### src/rtl/pfcs_params.svh
// Constants of the parallel flash command sequencer host.
`ifndef PFCS_PARAMS_SVH
`define PFCS_PARAMS_SVH
`define PFCS_UNLOCK_ADDR_A   16'h5555
`define PFCS_UNLOCK_ADDR_B   16'h2AAA
`define PFCS_UNLOCK_DATA_A   16'h00AA
`define PFCS_UNLOCK_DATA_B   16'h0055
`define PFCS_CMD_SETUP       16'h0080
`define PFCS_CMD_CHIP_ERASE  16'h0010
`define PFCS_CMD_MAIN_ERASE  16'h0030
`define PFCS_CMD_LOCKOUT     16'h0040
`define PFCS_CMD_PROGRAM     16'h00A0
`define PFCS_CMD_ID_ENTRY    16'h0090
`define PFCS_CMD_ID_EXIT     16'h00F0
`define PFCS_LOCK_STAT_ADDR  16'h0002
`define PFCS_BOOT_LAST_ADDR  16'h1FFF
`define PFCS_ERASED_WORD     16'hFFFF
`define PFCS_POLL_BIT        7
`define PFCS_TOGGLE_BIT      6
`define PFCS_LOCK_BIT        0
// Strobe phase lengths in ns and the derived cycle counts at 8 ns per cycle.
`define PFCS_CLK_PERIOD_NS   8
`define PFCS_STROBE_LOW_NS   40
`define PFCS_SETUP_NS        16
`define PFCS_READ_NS         64
`define PFCS_STROBE_LOW_CYC  ((`PFCS_STROBE_LOW_NS + `PFCS_CLK_PERIOD_NS - 1) / `PFCS_CLK_PERIOD_NS)
`define PFCS_SETUP_CYC       ((`PFCS_SETUP_NS + `PFCS_CLK_PERIOD_NS - 1) / `PFCS_CLK_PERIOD_NS)
`define PFCS_READ_CYC        ((`PFCS_READ_NS + `PFCS_CLK_PERIOD_NS - 1) / `PFCS_CLK_PERIOD_NS)
`define PFCS_POLL_LIMIT      24'hFFFFFF
`define PFCS_SEQ_LEN_MAX     6
`endif

### src/rtl/pfcs_pkg.sv
// Types shared by the flash command sequencer host.
package pfcs_pkg;
    typedef enum logic [2:0]
    {
        PFCS_OP_READ,
        PFCS_OP_PROGRAM,
        PFCS_OP_CHIP_ERASE,
        PFCS_OP_MAIN_ERASE,
        PFCS_OP_LOCKOUT,
        PFCS_OP_ID_ENTRY,
        PFCS_OP_ID_EXIT,
        PFCS_OP_ID_EXIT_SHORT
    } pfcs_op_type;

    typedef struct packed
    {
        pfcs_op_type op;
        logic [15:0] addr;
        logic [15:0] data;
    } pfcs_req_type;

    typedef struct packed
    {
        logic [15:0] data;
        logic        timeout;
        logic        refused;
    } pfcs_rsp_type;

    typedef struct packed
    {
        logic [15:0] addr;
        logic [15:0] data;
    } pfcs_cycle_type;
endpackage

### src/rtl/pfcs_seq_rom.sv
// Small registered table of the unlock-coded write cycles of each command.
`timescale 1ns/100ps
`include "pfcs_params.svh"
module pfcs_seq_rom
(
    // Clock and lookup.
    input  wire logic                   clk,
    input  wire pfcs_pkg::pfcs_op_type  op,
    input  wire logic [2:0]             idx,
    input  wire logic [15:0]            user_addr,
    input  wire logic [15:0]            user_data,
    // Registered cycle.
    output      pfcs_pkg::pfcs_cycle_type cyc
);
    import pfcs_pkg::*;

    pfcs_cycle_type cyc_next;

    always_comb
    begin
        cyc_next = '{addr: `PFCS_UNLOCK_ADDR_A, data: `PFCS_UNLOCK_DATA_A};
        if (idx == 3'h1 || idx == 3'h4)
        begin
            cyc_next = '{addr: `PFCS_UNLOCK_ADDR_B, data: `PFCS_UNLOCK_DATA_B};
        end
        else if (idx == 3'h2)
        begin
            case (op)
                PFCS_OP_PROGRAM:  cyc_next.data = `PFCS_CMD_PROGRAM;
                PFCS_OP_ID_ENTRY: cyc_next.data = `PFCS_CMD_ID_ENTRY;
                PFCS_OP_ID_EXIT:  cyc_next.data = `PFCS_CMD_ID_EXIT;
                default:          cyc_next.data = `PFCS_CMD_SETUP;
            endcase
        end
        else if (idx == 3'h3 && op == PFCS_OP_PROGRAM)
        begin
            cyc_next = '{addr: user_addr, data: user_data};
        end
        else if (idx == 3'h5)
        begin
            case (op)
                PFCS_OP_CHIP_ERASE: cyc_next.data = `PFCS_CMD_CHIP_ERASE;
                PFCS_OP_MAIN_ERASE: cyc_next.data = `PFCS_CMD_MAIN_ERASE;
                default:            cyc_next.data = `PFCS_CMD_LOCKOUT;
            endcase
        end
        if (op == PFCS_OP_ID_EXIT_SHORT)
        begin
            cyc_next = '{addr: user_addr, data: `PFCS_CMD_ID_EXIT};
        end
    end

    always_ff @(posedge clk)
    begin
        cyc <= cyc_next;
    end
endmodule

### src/rtl/pfcs_host.sv
// Host controller that drives a parallel flash through its strobe pins.
`timescale 1ns/100ps
`include "pfcs_params.svh"
// Overview of operation
// Read: select and output enable low
// Device floats data unless both low; the bench flash model drives the inverse of its last word instead
// Chip erase ends with 10 hex
// Device returns to read after erase
// Main erase clears non-boot words
// Main erase: six cycles, 30 last
// Device self-times erase after sixth cycle
// Program only clears bits
// Program: AA, 55, A0, then word
// Address on fall, data on rise
// Device times program internally
// Boot block is words 0 to 1FFF
// Lockout refuses boot program and erase
// Lockout: six cycles ending 40
// ID mode address 2 bit0 lock state
// ID entry 90, exit F0 forms
// Same ID codes either way
// Poll bit complements during program
// Toggle bit alternates while busy
// No write with output enable low
// Short strobe pulses ignored
// Only low byte, A14-A0 decoded
// Mismatched sequence is abandoned
// Writes ignored while device busy
module pfcs_host
#(
    parameter int POLL_LIMIT = `PFCS_POLL_LIMIT
)
(
    // Clock and reset.
    input  wire logic                   MCLK,
    input  wire logic                   SRST,
    // User request and answer.
    input  wire logic                   REQ_VALID,
    input  wire pfcs_pkg::pfcs_req_type REQ,
    output      logic                   REQ_READY,
    output      logic                   RSP_VALID,
    output      pfcs_pkg::pfcs_rsp_type RSP,
    output      logic                   LOCKED_KNOWN,
    // Flash pins.
    output      logic [15:0]            WORD_ADDRESS,
    output      logic                   CHIP_SEL_N,
    output      logic                   OUT_EN_N,
    output      logic                   WRITE_EN_N,
    input  wire logic [15:0]            DATA_LINES_IN,
    output      logic [15:0]            DATA_LINES_OUT,
    output      logic                   DATA_LINES_OE
);
    import pfcs_pkg::*;

    typedef enum
    {
        ST_IDLE,
        ST_FETCH,
        ST_SETUP,
        ST_STROBE,
        ST_HOLD,
        ST_RD_SETUP,
        ST_RD_WAIT,
        ST_POLL_A,
        ST_POLL_B,
        ST_DONE
    } pfcs_state_type;

    localparam logic [7:0] STROBE_CYC = 8'(`PFCS_STROBE_LOW_CYC);
    localparam logic [7:0] SETUP_CYC  = 8'(`PFCS_SETUP_CYC);
    localparam logic [7:0] READ_CYC   = 8'(`PFCS_READ_CYC);

    pfcs_state_type state_reg;
    pfcs_req_type   req_reg;
    pfcs_cycle_type cyc;
    logic [2:0]     idx_reg;
    logic [7:0]     wait_reg;
    logic [23:0]    poll_reg;
    logic [15:0]    first_read_reg;
    logic           poll_second_reg;

    // Number of bus write cycles in each command sequence.
    function automatic logic [2:0] seq_len(input pfcs_op_type op);
        case (op)
            PFCS_OP_PROGRAM:       seq_len = 3'h4;
            PFCS_OP_ID_ENTRY:      seq_len = 3'h3;
            PFCS_OP_ID_EXIT:       seq_len = 3'h3;
            PFCS_OP_ID_EXIT_SHORT: seq_len = 3'h1;
            PFCS_OP_READ:          seq_len = 3'h0;
            default:               seq_len = 3'h6;
        endcase
    endfunction

    // True for operations the device self-times afterwards.
    function automatic logic is_timed(input pfcs_op_type op);
        is_timed = (op == PFCS_OP_PROGRAM) || (op == PFCS_OP_CHIP_ERASE) || (op == PFCS_OP_MAIN_ERASE);
    endfunction

    pfcs_seq_rom u_rom
    (
        .clk       (MCLK),
        .op        (req_reg.op),
        .idx       (idx_reg),
        .user_addr (req_reg.addr),
        .user_data (req_reg.data),
        .cyc       (cyc)
    );

    //--------------------------------------------------------------------
    // Request capture and sequencing.
    //--------------------------------------------------------------------
    always_ff @(posedge MCLK)
    begin
        if (SRST)
        begin
            state_reg       <= ST_IDLE;
            req_reg         <= '0;
            idx_reg         <= 3'h0;
            wait_reg        <= 8'h00;
            poll_reg        <= 24'h000000;
            first_read_reg  <= 16'h0000;
            poll_second_reg <= 1'b0;
        end
        else
        begin
            case (state_reg)
                ST_IDLE:
                begin
                    idx_reg <= 3'h0;
                    if (REQ_VALID)
                    begin
                        req_reg   <= REQ;
                        // A program into a locked boot block is refused by the device; it is still sent.
                        state_reg <= (REQ.op == PFCS_OP_READ) ? ST_RD_SETUP : ST_FETCH;
                        wait_reg  <= (REQ.op == PFCS_OP_READ) ? READ_CYC : 8'h00;
                    end
                end
                ST_FETCH:
                begin
                    state_reg <= ST_SETUP;
                    wait_reg  <= SETUP_CYC;
                end
                ST_SETUP:
                begin
                    // Output enable stays high whenever a write strobe may fall.
                    wait_reg <= wait_reg - 8'h01;
                    if (wait_reg == 8'h01)
                    begin
                        state_reg <= ST_STROBE;
                        wait_reg  <= STROBE_CYC;
                    end
                end
                ST_STROBE:
                begin
                    // Strobe low far beyond the noise filter width.
                    wait_reg <= wait_reg - 8'h01;
                    if (wait_reg == 8'h01)
                    begin
                        state_reg <= ST_HOLD;
                        wait_reg  <= SETUP_CYC;
                    end
                end
                ST_HOLD:
                begin
                    wait_reg <= wait_reg - 8'h01;
                    if (wait_reg == 8'h01)
                    begin
                        idx_reg <= idx_reg + 3'h1;
                        if (idx_reg + 3'h1 == seq_len(req_reg.op))
                        begin
                            // Busy device is polled; no new command goes out until it settles or the POLL_LIMIT poll count runs out.
                            state_reg <= is_timed(req_reg.op) ? ST_POLL_A : ST_DONE;
                            poll_reg  <= 24'h000000;
                            wait_reg  <= READ_CYC;
                        end
                        else
                        begin
                            state_reg <= ST_FETCH;
                        end
                    end
                end
                ST_RD_SETUP:
                begin
                    wait_reg <= wait_reg - 8'h01;
                    if (wait_reg == 8'h01)
                    begin
                        state_reg      <= ST_DONE;
                        first_read_reg <= DATA_LINES_IN;
                    end
                end
                ST_POLL_A:
                begin
                    wait_reg <= wait_reg - 8'h01;
                    if (wait_reg == 8'h01)
                    begin
                        first_read_reg  <= DATA_LINES_IN;
                        poll_second_reg <= 1'b1;
                        state_reg       <= ST_POLL_B;
                        wait_reg        <= READ_CYC;
                    end
                end
                ST_POLL_B:
                begin
                    wait_reg <= wait_reg - 8'h01;
                    if (wait_reg == 8'h01)
                    begin
                        poll_reg <= poll_reg + 24'h000001;
                        // Equal toggle bits in two successive reads mean the toggle bit stopped.
                        if (DATA_LINES_IN[`PFCS_TOGGLE_BIT] == first_read_reg[`PFCS_TOGGLE_BIT]
                            || poll_reg == 24'(POLL_LIMIT))
                        begin
                            state_reg <= ST_DONE;
                        end
                        else
                        begin
                            state_reg <= ST_POLL_A;
                        end
                        first_read_reg <= DATA_LINES_IN;
                        wait_reg       <= READ_CYC;
                    end
                end
                default:
                begin
                    state_reg       <= ST_IDLE;
                    poll_second_reg <= 1'b0;
                end
            endcase
        end
    end

    //--------------------------------------------------------------------
    // Pin drive.
    //--------------------------------------------------------------------
    always_ff @(posedge MCLK)
    begin
        if (SRST)
        begin
            CHIP_SEL_N     <= 1'b1;
            OUT_EN_N       <= 1'b1;
            WRITE_EN_N     <= 1'b1;
            WORD_ADDRESS   <= 16'h0000;
            DATA_LINES_OUT <= 16'h0000;
            DATA_LINES_OE  <= 1'b0;
        end
        else
        begin
            CHIP_SEL_N    <= !(state_reg == ST_SETUP || state_reg == ST_STROBE || state_reg == ST_RD_SETUP
                               || state_reg == ST_POLL_A || state_reg == ST_POLL_B);
            // Reads drop output enable only with write strobe high.
            // Output enable rises after each status sample so that every poll read is a new access.
            OUT_EN_N      <= !(state_reg == ST_RD_SETUP
                               || ((state_reg == ST_POLL_A || state_reg == ST_POLL_B) && wait_reg != 8'h01));
            // Address latches on the strobe fall and data on its rise.
            WRITE_EN_N    <= !(state_reg == ST_STROBE && wait_reg != 8'h01);
            DATA_LINES_OE <= (state_reg == ST_SETUP || state_reg == ST_STROBE || state_reg == ST_HOLD);
            if (state_reg == ST_SETUP)
            begin
                // High data byte and address bit 15 are don't-care; sent as given.
                WORD_ADDRESS   <= cyc.addr;
                DATA_LINES_OUT <= cyc.data;
            end
            else if (state_reg == ST_IDLE && REQ_VALID && REQ.op == PFCS_OP_READ)
            begin
                WORD_ADDRESS <= REQ.addr;
            end
            else if (state_reg == ST_HOLD && wait_reg == 8'h01 && req_reg.op == PFCS_OP_PROGRAM)
            begin
                // Poll the last loaded word so the complement bit is visible.
                WORD_ADDRESS <= req_reg.addr;
            end
        end
    end

    //--------------------------------------------------------------------
    // Answer to the user.
    //--------------------------------------------------------------------
    always_ff @(posedge MCLK)
    begin
        if (SRST)
        begin
            REQ_READY    <= 1'b0;
            RSP_VALID    <= 1'b0;
            RSP          <= '0;
            LOCKED_KNOWN <= 1'b0;
        end
        else
        begin
            REQ_READY <= (state_reg == ST_IDLE) && !REQ_VALID;
            RSP_VALID <= (state_reg == ST_DONE);
            if (state_reg == ST_DONE)
            begin
                RSP.data    <= first_read_reg;
                RSP.timeout <= poll_second_reg && (poll_reg > 24'(POLL_LIMIT));
                // Program into boot region is flagged refused once LOCKED_KNOWN is set; erase there leaves data, seen only on verify.
                RSP.refused <= (req_reg.op == PFCS_OP_PROGRAM) && (req_reg.addr <= `PFCS_BOOT_LAST_ADDR)
                               && LOCKED_KNOWN;
            end
            if (state_reg == ST_DONE && req_reg.op == PFCS_OP_LOCKOUT)
            begin
                LOCKED_KNOWN <= 1'b1;
            end
            else if (state_reg == ST_DONE && req_reg.op == PFCS_OP_READ
                     && req_reg.addr == `PFCS_LOCK_STAT_ADDR)
            begin
                LOCKED_KNOWN <= LOCKED_KNOWN | first_read_reg[`PFCS_LOCK_BIT];
            end
        end
    end
endmodule

### config.mk
export PLATFORM = sky130hd
export DESIGN_NAME = pfcs_host
export DESIGN_NICKNAME = d
export VERILOG_FILES = /design/src/rtl/pfcs_pkg.sv /design/src/rtl/pfcs_seq_rom.sv /design/src/rtl/pfcs_host.sv
export VERILOG_INCLUDE_DIRS = /design/src /design/src/rtl
export SDC_FILE = /design/constraint.sdc
export NUM_CORES = 1
export LEC_CHECK = 0
export ABC_AREA = 1
export BUFFER_PORTS_ARGS = -buffer_cell sky130_fd_sc_hd__buf_2
export CAP_MARGIN = 20
export CORE_UTILIZATION = 35
export CTS_CLUSTER_SIZE = 28
export DETAILED_ROUTE_END_ITERATION = 7
export GPL_TIMING_DRIVEN = 0
export PLACE_DENSITY = 0.63
export SLEW_MARGIN = 40
export SYNTH_ARGS = -nofsm -noshare
export SYNTH_HDL_FRONTEND = slang
export SYNTH_SLANG_ARGS = --single-unit
### constraint.sdc
create_clock -name MCLK -period 2.1 [get_ports MCLK]
set_input_delay 0.21 -clock MCLK [delete_from_list [all_inputs] [get_ports MCLK]]
set_output_delay 0.21 -clock MCLK [all_outputs]
set_load 0.01 [all_outputs]
* Word level (Yosys, flattened, before mapping)
Index checks and enable logic that the tools add are counted.
Cells by class: add/sub/neg operators 3, $mul 0, div/mod/pow operators 0, order comparisons 2, eq/ne operators 40, shift-type cells 0, muxes and demuxes 46, bitwise operators 2, reduce and logical (&&, ||, !) cells 50
Operators by type and width (number):
- $mux 32 | 9
- $pmux 32 s8 | 1
- $eq 32x3->1 const B | 5
- $eq 32x4->1 const B | 4
- $mux 16 | 7
- $mux 24 | 3
- $eq 32x2->1 const B | 2
- $eq 32x5->1 const B | 2
- $logic_not 32->1 | 2
- $mux 8 | 7
- $pmux 8 s7 | 1
- $pmux 24 s2 | 1
- $eq 32x1->1 const B | 1
- $add 24x1->24 const B | 1
- $eq 24x24->1 const B | 1
- $gt 24x24->1 const B | 1
- $pmux 7 s3 | 1
- $eq 3x3->1 const B | 6
- $eq 16x2->1 const B | 1
- $le 16x13->1 const B | 1
- $mux 4 | 4
- $ne 2x2->1 const B | 8
- $mux 3 | 5
- $logic_and 1x1->1 | 14
- other kinds (27) | 55
Word-level totals: flip-flop bits (word level) 208, bits in latches 0, memory bits (writable) 0, bits in read-only memories 0, bits of input ports 54, output and inout bits 57, word-level logic and storage cells 167, memories kept 0

* Logic depth before layout (Yosys ltp)
depth after elaboration 10, depth in mapped cells 13, depth with buffers taken out 13

* Modules after synthesis
A second synthesis with hierarchy kept.
Unflattened totals: cells, all modules 1093, area, all modules 7853.8 um^2
Modules (own cells, without submodules):
- pfcs_host | instances 1, cells each 948, area an instance 6703.9 um^2, sequential area each 2942.8 um^2
- pfcs_seq_rom | instances 1, cells each 145, area an instance 1149.9 um^2, sequential area each 640.6 um^2

* Least setup slack after synthesis
Ideal clock, no wire load.
path kind register to register, start register idx_reg[0], end register poll_reg[1], arrival 1.588 ns, slack 0.394 ns, cell stages (with the launch flop) 11, path buffers 1, period minus slack after synthesis 1.706 ns, path through dfxtp_1 ha_1 ha_1 inv_1 nand3_1 nand2_1 nor3_2 nand2_2 buf_2 a22oi_1 nor2_1
Between the ends: cells in the longest elaborated chain, start to end 4
Ends and longest elaborated chain:
- from (decl) | line pfcs_host.sv:76 | logic [2:0] idx_reg;
- from (signal assigned) | line pfcs_host.sv:168 | idx_reg <= idx_reg + 3'h1;
- $add 3x1->3 | line pfcs_host.sv:169 | if (idx_reg + 3'h1 == seq_len(req_reg.op))
- $eq 3x3->1 | line pfcs_host.sv:169
- $ne 2x2->1 (no source line)
- $reduce_and 4->1 (no source line)
- to (signal assigned) | line pfcs_host.sv:207 | poll_reg <= poll_reg + 24'h000001;
- to (decl) | line pfcs_host.sv:78 | logic [23:0] poll_reg;
Every way passes these cells. A chain may end at the register's enable or synchronous reset.

* Worst setup path in the final report
start register state_reg[0], end register req_reg[31] in the netlist's numbering
Between the ends: cells in the longest elaborated chain, start to end 2
Ends and longest elaborated chain:
- from (decl) | line pfcs_host.sv:73 | pfcs_state_type state_reg;
- from (signal assigned) | line pfcs_host.sv:134 | state_reg <= (REQ.op == PFCS_OP_READ) ? ST_RD_SETUP : ST_FETCH;
- from (signal assigned) | line pfcs_host.sv:172 | state_reg <= is_timed(req_reg.op) ? ST_POLL_A : ST_DONE;
- $logic_not 32->1 | line pfcs_host.sv:126 | case (state_reg)
- $reduce_and 2->1 (no source line)
- to (signal assigned) | line pfcs_host.sv:117 | req_reg <= '0;
- to (signal assigned) | line pfcs_host.sv:132 | req_reg <= REQ;
- to (decl) | line pfcs_host.sv:74 | pfcs_req_type req_reg;
Every way passes these cells.

==> flow_summary.toml <==
[cts]
clockBufferDepth = 2
worstSkewPairLatency_ns = 0.43
cts_buffers = 17
clock_sinks = 179
hold_buffers = 0
cts_tree = "built"
clk_pin_slew_ns = 0.07
clockRootBuffer = "clkbuf_16"
h-tree-depth = 4

[hold_path]
hold_start = "REQ[0]"
hp-class = "in -> reg"
hold_depth = 3

[synthesis]
ys_warn_count = 0
synth_cell_types = 37
synth_ff_type = "dfxtp_1"
synth_edf_count = 0
yosysSeqAreaShare = 0.4561
yosysMostFrequentCell = "nor2_1"
synth_top_area_share = 0.4561
netlist_area_mm2 = 0.007858
syn_area_per_cell_um2 = 7.163
yosys-top-cells-count = "nor2_1, nand2_1, dfxtp_1"
synthArstFlopShare = 0
synth-seq-cells = 179
synth_nets = 1159
synthTopCellsByArea = "dfxtp_1, nor2_1, nand2_1"
synth_cells = 1097
yosysTopAreaCell = "dfxtp_1"

[sta]
min_period_ns = 2.009
slew_violations = 0
setup_ws_ns = 0.09147
clock_skew_ns = 0.01136
setup_viol = 0
hold_viol_final = 0
max_freq_mhz = 497.9
post-route-period-util = 0.9564
worst_slew_pin_slew_ns = 0.7096
slew_headroom = 0.5269

[final_layout]
multiInputGateArea_mm2 = 0.003662
fin_util = 0.4314
fillCellCount = 2295
drive_gt1_frac = 0.1624
ff_latch_area_mm2 = 0.003586
largest_reg_flops = 35
areaGrowthSynthToFinish_pct = 20.18
nNetsFinal = 1293

[floorplanning]
rows = 54
coreArea_mm2 = 0.02189
initial_utilization = 0.3589
die_w_um = 151.8
dieArea_mm2 = 0.02305
die_y_um = 151.8
boundaryPins = 111

[power]
peakVddDrop_uv = 641.9
power.share.clock = 0.281
comb_power_share = 0.331
seq_power_share = 0.388
p_leak_nw = 4.018
cellPowerDensity_mw_per_mm2 = 1227
intPower_mw = 7.268
p_switching_mw = 4.316
netSwitchingFraction = 0.3726

[global_route]
grt_overflow = 0
antenna_found_initial = 0
grt_pass1_vias = 7026
grt_max_degree = 17
grtUsageTotal = 0.1982
grt_pass1_wl_um = 36660

[flow_run]
maxCapViolCount = 0

[setup_path]
end_kind = "flop"
critPathBufInv = 3
critPathSlowestCell = "dfxtp_1"
path_max_fanout = 10
path_cells = "nor2_4 > nand2_1 > nor2_4 > buf_4 > inv_2 > clkbuf_1 > o21ai_0 > a21oi_1"
crit_start = "state_reg[0]"
critPathKind = "reg -> reg"
worstSetupStartpointType = "flop"
slowest_delay_ns = 0.46
reg2regPathDepth = 8
path_delay_family = "buffers and inverters"
worst_ep_arrival_time_ns = 2.36
cp.depth = 8
cp.required_ns = 2.45
timing.rr.start = "state_reg[0]"
cpMostUsedCell = "nor2_4"

[detailed_routing]
drt_pass1_iterations = 5
topRoutingLayerUsed = "met4"
wl_per_cell_um = 14.92
vias = 7562
routed_wl_um = 22750
ant_nets = 0
drc_errors = 0
met1_length_um = 10800
drt_iter0_markers = 529
wl_met3_um = 1362
vias_per_cell = 4.959
wl_met2_um = 10260

[placed_design]
place_ws_ns = -0.02997
port_buffers = 110
gp_congestion = 0.8748
hpwl_um = 16750

[run_status]
outcome = "complete, no violations"
==> area by class of cell <==
cell class,count,area share
antenna,1,0.0002650
buffer,53,0.02650
clock buffer,20,0.04836
clock inverter,12,0.01524
inverter,107,0.04267
multi-input combinational,758,0.3878
sequential,179,0.3798
tap,280,0.03710
timing repair buffer,115,0.06228
==> power groups by stage <==
stage / registers (mW) / clock network [mW] / logic (mW)
2_1_floorplan: 4.59 / 0 / 2.50
3_3_place_gp: 4.54 / 0 / 3.69
3_5_place_dp: 4.55 / 0 / 3.72
4_1_cts: 4.49 / 3.31 / 3.76
5_1_grt: 4.56 / 3.45 / 4.28
6_report: 4.49 / 3.25 / 3.84
==> placed cells by master, fill, tap and decap left out, drive strengths merged, types with 6 or more instances in the layout <==
master and n:
clkinv 6, a211oi 12, nand3 64, dfxtp 179
buf 135, a31oi 13, ha 8, o211ai 21
nand2 186, a21oi 80, xor2 16, o21ai 107
clkbuf 53, nor3 17, xnor2 7, inv 109
nand4 7, nor2 208
==> stage by stage <==
| stage | TNS (ns) | cells | total power [mW] | hold slack [ns] | instance area [um^2] |
|---|---|---|---|---|---|
| 2_1_floorplan | 0 | 1097 | 7.087 | 0.3449 | 7858 |
| 3_3_place_gp | -0.1942 | 1487 | 8.230 | 0.4266 | 8758 |
| 3_5_place_dp | -0.07206 | 1487 | 8.271 | 0.4315 | 8758 |
| 4_1_cts | 0 | 1519 | 11.55 | 0.003853 | 9366 |
| 5_1_grt | -0.005731 | 1524 | 12.30 | 0.03735 | 9440 |
| 6_report | 0 | 1525 | 11.58 | 0.01964 | 9443 |
==> final timing paths <==
kind	to	slack, ns
worst max-delay path	req_reg[31]	0.09
worst min-delay path	req_reg[0]	0.02
worst max register to register	req_reg[31]	0.09
worst min register to register	u_rom.cyc[10]	0.44
==> what timing repair did <==
item,4_1_cts,5_1_grt
pin swaps,0,3
resized for setup,3,18
hold endpoints to repair,0,0
setup endpoints to repair,10,56
setup buffers,0,5
==> cells by family (layout without fill, tap and decap cells) <==
group / after synthesis / after routing / synth area share
XOR/XNOR: 23 / 23 / 0.02564
buffers and inverters: 160 / 307 / 0.08153
AND/OR/NAND/NOR: 487 / 487 / 0.2559
other: 0 / 1 / 0
AO/OA/AOI/OAI: 240 / 240 / 0.1682
flip-flops: 179 / 179 / 0.4561
adder cells (fa/ha/maj): 8 / 8 / 0.01274
==> per-layer routing <==
metal  up-vias  global-route usage
li1       3853                   -
met1      3458              0.2723
met2       224              0.3143
met3        27             0.03765
met4         0             0.05952
met5         -                   0
==> worst min-delay path, cell delays in order <==
cell and delay (ns):
buf_2 0.08, nor2_1 0.04, nor2_1 0.09
Note: power is estimated with default switching activity, not from simulation.
